[src/pkg/l2_lookup_pkg.sv]
// Constants, table entry layout and encodings for the layer-2 destination lookup engine.
// Assumes one core clock and an address table whose read port sits outside this block.
package l2_lookup_pkg;

   // -----------------------------------------------------------------
   // Widths and table geometry
   // -----------------------------------------------------------------
   localparam int MAC_W         = 48;
   localparam int VID_W         = 12;
   localparam int KEY_W         = MAC_W + VID_W;
   localparam int PORT_NUM      = 9;
   localparam int PORT_ID_W     = 4;
   localparam int TC_W          = 3;
   localparam int HASH_W        = 16;
   localparam int INDEX_W       = 10;
   localparam int BINS          = 4;
   localparam int BINS_PER_READ = 2;

   // -----------------------------------------------------------------
   // Table entry layout, common to unicast and multicast entries
   // -----------------------------------------------------------------
   localparam int E_MAC_LSB    = 0;
   localparam int E_FWD_LSB    = 48;  // Port identifier or multicast port mask.
   localparam int E_FWD_W      = 9;
   localparam int E_TC_LSB     = 57;
   localparam int E_AGE_BIT    = 60;
   localparam int E_STATIC_BIT = 61;
   localparam int E_VALID_BIT  = 62;
   localparam int E_VID_LSB    = 63;
   localparam int ENTRY_W      = 75;

   // -----------------------------------------------------------------
   // Address classes and hash
   // -----------------------------------------------------------------
   localparam int                MCAST_BIT     = 40;  // Group bit of the first octet.
   localparam logic [39:0]       RSVD_PREFIX   = 40'h0180c20000;
   localparam logic [7:0]        RSVD_LAST     = 8'h2f;
   localparam logic [23:0]       IPMC_PREFIX   = 24'h01005e;
   localparam logic [HASH_W-1:0] CRC_POLY      = 16'h1021;
   localparam logic [HASH_W-1:0] CRC_INIT      = 16'hffff;

   // -----------------------------------------------------------------
   // Encodings
   // -----------------------------------------------------------------
   typedef enum logic [4:0] {
      ST_IDLE = 5'h01,
      ST_HASH = 5'h02,
      ST_RD0  = 5'h04,
      ST_RD1  = 5'h08,
      ST_RD2  = 5'h10
   } lookup_state_t;

   typedef enum logic [2:0] {
      FWD_RESERVED  = 3'h0,
      FWD_MULTIPORT = 3'h1,
      FWD_UNICAST   = 3'h2,
      FWD_MCAST     = 3'h3,
      FWD_FAIL      = 3'h4,
      FWD_FLOOD     = 3'h5,
      FWD_DROP      = 3'h6
   } fwd_kind_t;

endpackage : l2_lookup_pkg

[src/hdl/l2_address_resolution_lookup.sv]
// Destination lookup engine: hashes each frame key that is not reserved or multiport into the address_resolution_table,
// compares the four bins of the bucket and issues one forwarding result per frame.
// Assumes the table read port answers one cycle after a read strobe with two bins.
`timescale 1ns/1ps

module l2_address_resolution_lookup
   import l2_lookup_pkg::*;
#(
   parameter int MP_NUM = 2
) (
   // Clock and reset
   input  wire logic                                     clock,
   input  wire logic                                     rst_n,
   // Frame header request from the ingress pipeline
   input  wire logic                                     req_valid,
   output logic                                          req_ready,
   input  wire logic [l2_lookup_pkg::MAC_W-1:0]          req_da,
   input  wire logic [l2_lookup_pkg::VID_W-1:0]          req_vid,
   input  wire logic [l2_lookup_pkg::PORT_ID_W-1:0]      req_src_port,
   // Configuration
   input  wire logic                                     vlan_aware_enable,
   input  wire logic                                     multiport_enable,
   input  wire logic [MP_NUM*l2_lookup_pkg::MAC_W-1:0]   multiport_addr,
   input  wire logic [MP_NUM*l2_lookup_pkg::PORT_NUM-1:0] multiport_map,
   input  wire logic                                     uc_lookup_fail_forward,
   input  wire logic [l2_lookup_pkg::PORT_NUM-1:0]       uc_fail_map,
   input  wire logic [1:0]                               mc_lookup_fail_forward,
   input  wire logic [2*l2_lookup_pkg::PORT_NUM-1:0]     mc_fail_map,
   input  wire logic [l2_lookup_pkg::PORT_NUM-1:0]       flood_eligible,
   // Address table read port
   output logic                                          tbl_rd_en,
   output logic [l2_lookup_pkg::INDEX_W-1:0]             tbl_rd_index,
   output logic                                          tbl_rd_bank,
   input  wire logic [2*l2_lookup_pkg::ENTRY_W-1:0]      tbl_rd_data,
   // Forwarding result
   output logic                                          res_valid,
   output l2_lookup_pkg::fwd_kind_t                      res_kind,
   output logic [l2_lookup_pkg::PORT_NUM-1:0]            res_port_mask,
   output logic [l2_lookup_pkg::PORT_ID_W-1:0]           res_dest_port,
   output logic [l2_lookup_pkg::TC_W-1:0]                res_traffic_class,
   output logic                                          res_tc_valid,
   output logic                                          res_hit_age
);
   import l2_lookup_pkg::*;

   // -----------------------------------------------------------------
   // State
   // -----------------------------------------------------------------
   lookup_state_t                 state_q;
   logic                          req_ready_q;
   logic [MAC_W-1:0]              da_q;
   logic [VID_W-1:0]              vid_q;
   logic [PORT_ID_W-1:0]          src_q;
   logic                          aware_q;
   logic                          hit_q;
   logic [ENTRY_W-1:0]            hit_entry_q;
   logic                          tbl_rd_en_q;
   logic [INDEX_W-1:0]            tbl_rd_index_q;
   logic                          tbl_rd_bank_q;
   logic                          res_valid_q;
   fwd_kind_t                     res_kind_q;
   logic [PORT_NUM-1:0]           res_mask_q;
   logic [PORT_ID_W-1:0]          res_port_q;
   logic [TC_W-1:0]               res_tc_q;
   logic                          res_tc_valid_q;
   logic                          res_age_q;

   // -----------------------------------------------------------------
   // Hash
   // -----------------------------------------------------------------

   // Serial CRC over the key, MAC first; the VID bits are skipped when not VLAN-aware.
   function automatic logic [HASH_W-1:0] key_crc(input logic [KEY_W-1:0] key,
                                                  input logic            use_vid);
      logic [HASH_W-1:0] c;
      logic              fb;
      c  = CRC_INIT;
      fb = 1'b0;
      for (int i = KEY_W - 1; i >= 0; i--) begin
         if (use_vid || i >= VID_W) begin
            fb = c[HASH_W-1] ^ key[i];
            c  = {c[HASH_W-2:0], 1'b0};
            if (fb) begin
               c = c ^ CRC_POLY;
            end
         end
      end
      return c;
   endfunction : key_crc

   logic [HASH_W-1:0] hash_w;
   assign hash_w = key_crc({da_q, vid_q}, aware_q);

   // -----------------------------------------------------------------
   // Address classification
   // -----------------------------------------------------------------
   logic                is_mcast;
   logic                is_reserved;
   logic                mc_class;
   logic [MP_NUM-1:0]   mp_match;
   logic [PORT_NUM-1:0] mp_mask;
   logic [PORT_NUM-1:0] src_onehot;

   assign is_mcast    = da_q[MCAST_BIT];
   assign is_reserved = (da_q[MAC_W-1:8] == RSVD_PREFIX) && (da_q[7:0] <= RSVD_LAST);
   // Class zero is the IP multicast range, class one every other group address.
   assign mc_class    = (da_q[MAC_W-1:MAC_W-24] != IPMC_PREFIX);
   assign src_onehot  = PORT_NUM'(1) << src_q;

   // Each programmed multiport address is compared in parallel.
   for (genvar m = 0; m < MP_NUM; m++) begin : g_mp
      assign mp_match[m] = multiport_enable &&
                           (multiport_addr[m*MAC_W +: MAC_W] == da_q);
   end

   // The lowest matching multiport slot wins; the slots should not overlap.
   always_comb begin
      mp_mask = '0;
      for (int m = MP_NUM - 1; m >= 0; m--) begin
         if (mp_match[m]) begin
            mp_mask = multiport_map[m*PORT_NUM +: PORT_NUM];
         end
      end
   end

   // -----------------------------------------------------------------
   // Bin comparison, two bins per table read
   // -----------------------------------------------------------------
   logic [BINS_PER_READ-1:0] bin_match;
   logic [ENTRY_W-1:0]       pair_entry;
   logic                     pair_hit;

   // A bin hits when valid and its stored key equals the frame key.
   for (genvar b = 0; b < BINS_PER_READ; b++) begin : g_bin
      logic [ENTRY_W-1:0] e;
      assign e = tbl_rd_data[b*ENTRY_W +: ENTRY_W];
      assign bin_match[b] = e[E_VALID_BIT] &&
                            (e[E_MAC_LSB +: MAC_W] == da_q) &&
                            (!aware_q || (e[E_VID_LSB +: VID_W] == vid_q));
   end

   // Lower bin number takes precedence when two bins hold the same key.
   always_comb begin
      pair_hit   = |bin_match;
      pair_entry = '0;
      for (int b = BINS_PER_READ - 1; b >= 0; b--) begin
         if (bin_match[b]) begin
            pair_entry = tbl_rd_data[b*ENTRY_W +: ENTRY_W];
         end
      end
   end

   // -----------------------------------------------------------------
   // Forwarding decision
   // -----------------------------------------------------------------
   logic                 early_done;
   logic                 final_hit;
   logic [ENTRY_W-1:0]   final_entry;
   fwd_kind_t            kind_d;
   logic [PORT_NUM-1:0]  mask_d;
   logic [PORT_ID_W-1:0] port_d;
   logic [TC_W-1:0]      tc_d;
   logic                 tc_valid_d;
   logic                 age_d;

   // Reserved and multiport frames are decided before any table read is spent.
   assign early_done  = (is_mcast && is_reserved) || (|mp_match);
   assign final_hit   = hit_q || pair_hit;
   assign final_entry = hit_q ? hit_entry_q : pair_entry;

   always_comb begin
      kind_d     = FWD_FLOOD;
      mask_d     = flood_eligible & ~src_onehot;
      port_d     = src_q;
      tc_d       = final_entry[E_TC_LSB +: TC_W];
      tc_valid_d = 1'b0;
      age_d      = 1'b0;
      if (is_mcast && is_reserved) begin
         // The low four address bits in the port field let the reserved handler pick its action.
         kind_d = FWD_RESERVED;
         mask_d = '0;
         port_d = PORT_ID_W'(da_q[5:0]);
      end else if (|mp_match) begin
         kind_d = FWD_MULTIPORT;
         mask_d = mp_mask;
      end else if (final_hit) begin
         tc_valid_d = final_entry[E_STATIC_BIT];
         if (is_mcast) begin
            kind_d = FWD_MCAST;
            mask_d = final_entry[E_FWD_LSB +: E_FWD_W];
            age_d  = 1'b0;
         end else begin
            port_d = final_entry[E_FWD_LSB +: PORT_ID_W];
            age_d  = final_entry[E_AGE_BIT];
            if (port_d == src_q) begin
               kind_d = FWD_DROP;
               mask_d = '0;
            end else begin
               kind_d = FWD_UNICAST;
               mask_d = PORT_NUM'(1) << port_d;
            end
         end
      end else if (!is_mcast && uc_lookup_fail_forward) begin
         kind_d = FWD_FAIL;
         mask_d = uc_fail_map;
      end else if (is_mcast && mc_lookup_fail_forward[mc_class]) begin
         kind_d = FWD_FAIL;
         mask_d = mc_fail_map[mc_class*PORT_NUM +: PORT_NUM];
      end
   end

   // -----------------------------------------------------------------
   // Sequencer
   // -----------------------------------------------------------------

   // One frame at a time; the ready flop holds the source off until the result leaves.
   always_ff @(posedge clock) begin
      if (!rst_n) begin
         state_q     <= ST_IDLE;
         req_ready_q <= 1'b1;
      end else begin
         case (state_q)
            ST_IDLE: begin
               if (req_valid && req_ready_q) begin
                  state_q     <= ST_HASH;
                  req_ready_q <= 1'b0;
               end
            end
            ST_HASH: begin
               if (early_done) begin
                  state_q     <= ST_IDLE;
                  req_ready_q <= 1'b1;
               end else begin
                  state_q <= ST_RD0;
               end
            end
            ST_RD0: begin
               state_q <= ST_RD1;
            end
            ST_RD1: begin
               state_q <= ST_RD2;
            end
            ST_RD2: begin
               state_q     <= ST_IDLE;
               req_ready_q <= 1'b1;
            end
            default: begin
               state_q     <= ST_IDLE;
               req_ready_q <= 1'b1;
            end
         endcase
      end
   end

   // Frame key capture.
   always_ff @(posedge clock) begin
      if (!rst_n) begin
         da_q    <= '0;
         vid_q   <= '0;
         src_q   <= '0;
         aware_q <= 1'b0;
      end else if (state_q == ST_IDLE && req_valid && req_ready_q) begin
         da_q    <= req_da;
         vid_q   <= req_vid;
         src_q   <= req_src_port;
         aware_q <= vlan_aware_enable; // Held per frame so a config change cannot split a key.
      end
   end

   // Table reads: bins 0 and 1, then bins 2 and 3 on the next cycle.
   always_ff @(posedge clock) begin
      if (!rst_n) begin
         tbl_rd_en_q    <= 1'b0;
         tbl_rd_index_q <= '0;
         tbl_rd_bank_q  <= 1'b0;
      end else begin
         tbl_rd_en_q   <= 1'b0;
         tbl_rd_bank_q <= 1'b0;
         if (state_q == ST_HASH && !early_done) begin
            tbl_rd_en_q    <= 1'b1;
            tbl_rd_index_q <= hash_w[INDEX_W-1:0];
         end else if (state_q == ST_RD0) begin
            tbl_rd_en_q   <= 1'b1;
            tbl_rd_bank_q <= 1'b1;
         end
      end
   end

   // The first pair's hit is kept so the second pair cannot displace it.
   always_ff @(posedge clock) begin
      if (!rst_n) begin
         hit_q       <= 1'b0;
         hit_entry_q <= '0;
      end else if (state_q == ST_HASH) begin
         hit_q <= 1'b0;
      end else if (state_q == ST_RD1) begin
         hit_q       <= pair_hit;
         hit_entry_q <= pair_entry;
      end
   end

   // Result registers, one pulse per frame.
   always_ff @(posedge clock) begin
      if (!rst_n) begin
         res_valid_q    <= 1'b0;
         res_kind_q     <= FWD_FLOOD;
         res_mask_q     <= '0;
         res_port_q     <= '0;
         res_tc_q       <= '0;
         res_tc_valid_q <= 1'b0;
         res_age_q      <= 1'b0;
      end else begin
         res_valid_q <= (state_q == ST_HASH && early_done) || (state_q == ST_RD2);
         if ((state_q == ST_HASH && early_done) || state_q == ST_RD2) begin
            res_kind_q     <= kind_d;
            res_mask_q     <= mask_d;
            res_port_q     <= port_d;
            res_tc_q       <= tc_d;
            res_tc_valid_q <= tc_valid_d;
            res_age_q      <= age_d;
         end
      end
   end

   // -----------------------------------------------------------------
   // Outputs
   // -----------------------------------------------------------------
   assign req_ready         = req_ready_q;
   assign tbl_rd_en         = tbl_rd_en_q;
   assign tbl_rd_index      = tbl_rd_index_q;
   assign tbl_rd_bank       = tbl_rd_bank_q;
   assign res_valid         = res_valid_q;
   assign res_kind          = res_kind_q;
   assign res_port_mask     = res_mask_q;
   assign res_dest_port     = res_port_q;
   assign res_traffic_class = res_tc_q;
   assign res_tc_valid      = res_tc_valid_q;
   assign res_hit_age       = res_age_q;

endmodule : l2_address_resolution_lookup

[config.mk]
export PLATFORM = sky130hd
export DESIGN_NAME = l2_address_resolution_lookup
export DESIGN_NICKNAME = d
export VERILOG_FILES = /design/src/pkg/l2_lookup_pkg.sv /design/src/hdl/l2_address_resolution_lookup.sv
export SDC_FILE = /design/constraint.sdc
export NUM_CORES = 1
export LEC_CHECK = 0
export BUFFER_PORTS_ARGS = -buffer_cell sky130_fd_sc_hd__buf_2
export CORE_MARGIN = 8
export CORE_UTILIZATION = 46
export CTS_CLUSTER_DIAMETER = 150
export DETAILED_ROUTE_END_ITERATION = 8
export MAX_ROUTING_LAYER = met4
export PLACE_DENSITY = 0.81
export SKIP_LAST_GASP = 1
export SYNTH_ARGS = -nofsm -noshare
export SYNTH_HDL_FRONTEND = slang
export SYNTH_SLANG_ARGS = --single-unit
export TNS_END_PERCENT = 10
[constraint.sdc]
create_clock -name clock -period 4.1 [get_ports clock]
set_clock_uncertainty 0.1 [all_clocks]
set_input_delay 0.615 -clock clock [delete_from_list [all_inputs] [get_ports clock]]
set_output_delay 0.615 -clock clock [all_outputs]
set_load 0.05 [all_outputs]
==> out/results.ini <==
[grt]
antenna_found_initial = 2
grtUsageTotal_pct = 34.47
grt_pass1_wl_microns = 73370
grt_pass1_vias = 12241
grt_max_degree = 70
grt.overflow.total = 0

[logic_synthesis]
ys_warn_count = 0
async_reset_ff_share_pct = 0
synth.area.top_cells = dfxtp_1, xnor2_1, xnor3_1, xor2_1, nand2_1
synth_area_per_cell_sq_um = 8.162
yosysTopAreaCellShare_pct = 22.11
synth_area_sq_um = 10860
yosys_most_used_dff = dfxtp_1
synth_edf_count = 0
yosysMostFrequentCell = nand2_1
syn_nets = 1703
synth_seq_area_share_pct = 22.11
ys_ff_latch = 120
yosys-top-cells-count = nand2_1, xnor2_1, dfxtp_1
ys_types = 77
synth_cells = 1331
yosys.area.top_type = dfxtp_1

[final_layout]
fin_area_sq_um = 14780
drive_gt1_share_pct = 35.71
syn_to_final_growth_pct = 36.00
layoutNonFillerInstCount = 2128
fill_cells = 2041
nets = 2165
seq_area_sq_um = 2412
multiInputGateArea_sq_um = 8048

[routing]
avgRoutedWirePerCell_microns = 23.73
drt-pass1-iter-count = 7
drc = 0
ant_nets = 0
drtIter0Drc = 1275
postRouteWirelength_microns = 50490
vias = 12317
avgViaCountPerCell = 5.788

[worst_setup_path]
cp-end-kind = flip-flop
reg2reg_slack_ns = 0.01
critical_path_required_ns = 4.37
crit_path_max_fanout = 5
critPathKind = reg -> reg
reg2reg_depth = 12
critical_path_arrival_ns = 4.35
rr_startpoint = da_q[26]
startpoint_type = flip-flop
reg2reg_to = tbl_rd_index[5]

[worst_hold_path]
worstHoldStart = req_da[5]
hp-class = in -> reg
holdPathEnd = da_q[5]
hold_depth = 3

[clocking]
cts_tree = done
cts_buffers = 17
clkTransAtPathRegs_ns = 0.06
clock_latency_ns = 0.42
cts_root_buf = clkbuf_16
cts_htree_levels = 4
cts.sinks = 120
cts_max_path_buffers = 2

[placement]
port_buffers = 406
place_inst = 2088
dpl.hpwl_microns = 41230
gp_congestion = 1.035
placed_cell_area_sq_um = 14030

[sta]
timing.fmax_mhz = 244.6
relSlewSlack_pct = 34.08
worst_slew_pin_slew_ns = 0.9876
hold_slack_ns = 0.3340
post-route-period-util_pct = 99.71
hold_viol = 0
period_minus_slack_ns = 4.088
setup_viol = 0
rsz0062_at_grt = true
slew_violations = 0

[power_and_ir_drop]
powerDensity_nw_per_um2 = 1513
total_power_mw = 22.35
ir_worst_vdd_mv = 3.422
p_leak_nw = 6.625

[die]
die_h_microns = 169.7
die_x_microns = 169.7
die_area_sq_um = 28790
row_count = 56
start_util_pct = 46.56
ios = 407
core_sq_um = 23330

[outcome]
status = finished clean

[run]
max-cap-violations = 0

[cells in the final DEF, fill, tap and decap left out, types with 7 or more instances in the layout]
| cell type | count |
|---|---|
| nand4_1 | 43 |
| xnor3_1 | 31 |
| xor2_1 | 96 |
| nor4_1 | 34 |
| xnor3_2 | 14 |
| nor3_1 | 13 |
| o21a_1 | 7 |
| xnor2_1 | 161 |
| dfxtp_2 | 8 |
| nand3_1 | 14 |
| a21oi_1 | 101 |
| o2bb2ai_1 | 10 |
| o211ai_1 | 8 |
| dfxtp_1 | 112 |
| a22oi_1 | 7 |
| a211oi_1 | 7 |
| a21o_1 | 7 |
| o21ai_0 | 40 |
| clkbuf_16 | 17 |
| a22o_1 | 13 |
| buf_4 | 142 |
| inv_1 | 44 |
| nor2_1 | 46 |
| xnor2_2 | 16 |
| and2_1 | 8 |
| mux2i_1 | 18 |
| buf_2 | 406 |
| a211o_1 | 7 |
| nand2b_1 | 18 |
| nor2b_1 | 9 |
| o22ai_1 | 12 |
| nand2_1 | 199 |
| clkinv_2 | 7 |
[sequential cells by signal (all words and copies together) (netlist names), 3 cells and up]
name and flops:
tbl_rd_index 10, res_traffic_class 3, res_kind 3, hit_entry_q 14, state_q 5, res_port_mask 9, src_q 4, res_dest_port 4
vid_q 12, da_q 48
[worst max-delay path by stage]
stage	startpoint	end	slack [ns]	cells after the start
after CTS	da_q[37]	tbl_rd_index[8]	-0.04	11
after detailed placement	da_q[47]	tbl_rd_index[5]	-0.13	12
after global placement	da_q[46]	tbl_rd_index[1]	-0.01	12
final	da_q[26]	tbl_rd_index[5]	0.01	12
after floorplan	da_q[27]	tbl_rd_index[5]	-0.007	13
after global routing	da_q[46]	tbl_rd_index[5]	-0.1	13
[repair_timing]
item,CTS,global route
resized for setup,13,12
hold buffers,0,0
setup buffers,0,5
setup endpoints to repair,7,11
pin swaps,4,14
[critical path, stage by stage (launching register included)]
cell and delay [ns]:
dfxtp_1 0.44, xor2_2 0.22, xor3_1 0.49, xor2_1 0.23, xnor3_1 0.45, xnor3_1 0.47, xnor2_4 0.29, xnor2_4 0.13
buf_4 0.18, or4b_1 0.52, a41o_1 0.23, o2111ai_1 0.09, o221a_1 0.20
[per-stage QoR]
step / util [%] / setup slack (ns) / setup TNS [ns]
finish: 63.33 / 0.01171 / 0
global route: 63.32 / -0.09681 / -0.3798
CTS: 62.88 / -0.03714 / -0.08437
detailed placement: 60.15 / -0.1341 / -0.4481
global placement: 60.15 / -0.009732 / -0.009732
floorplan: - / -0.006792 / -0.006792
[per-layer routing]
metal,global-route usage [%],routed length [microns],vias up
li1,-,-,5560
met1,42.30,20070,5876
met2,55.72,23600,769
met3,6.629,5121,112
met4,12.35,1694,0
met5,-,0,-
[cell type report]
type / instances / area share, %
multi-input cells: 1056 / 54.47
repair buffers: 551 / 21.37
flip-flops and latches: 120 / 16.33
clock buffers: 19 / 2.998
well taps: 319 / 2.701
inverters: 47 / 1.202
clock inverters: 13 / 0.8807
diodes: 3 / 0.05081
[cells by family after synthesis]
group	synth area share, %
buf+inv	5.758
simple gates	18.71
xor+xnor	34.09
compound gates	17.25
flops	22.11
mux	2.073
[report_power, final]
| part | total, mW | internal, mW | switching, mW | leakage, nW |
|---|---|---|---|---|
| clock | 1.48 | 0.904 | 0.579 | 0.278 |
| sequential | 1.39 | 1.25 | 0.135 | 0.979 |
| combinational | 19.5 | 11.0 | 8.49 | 5.37 |
Power figures use the tool's default switching activity.
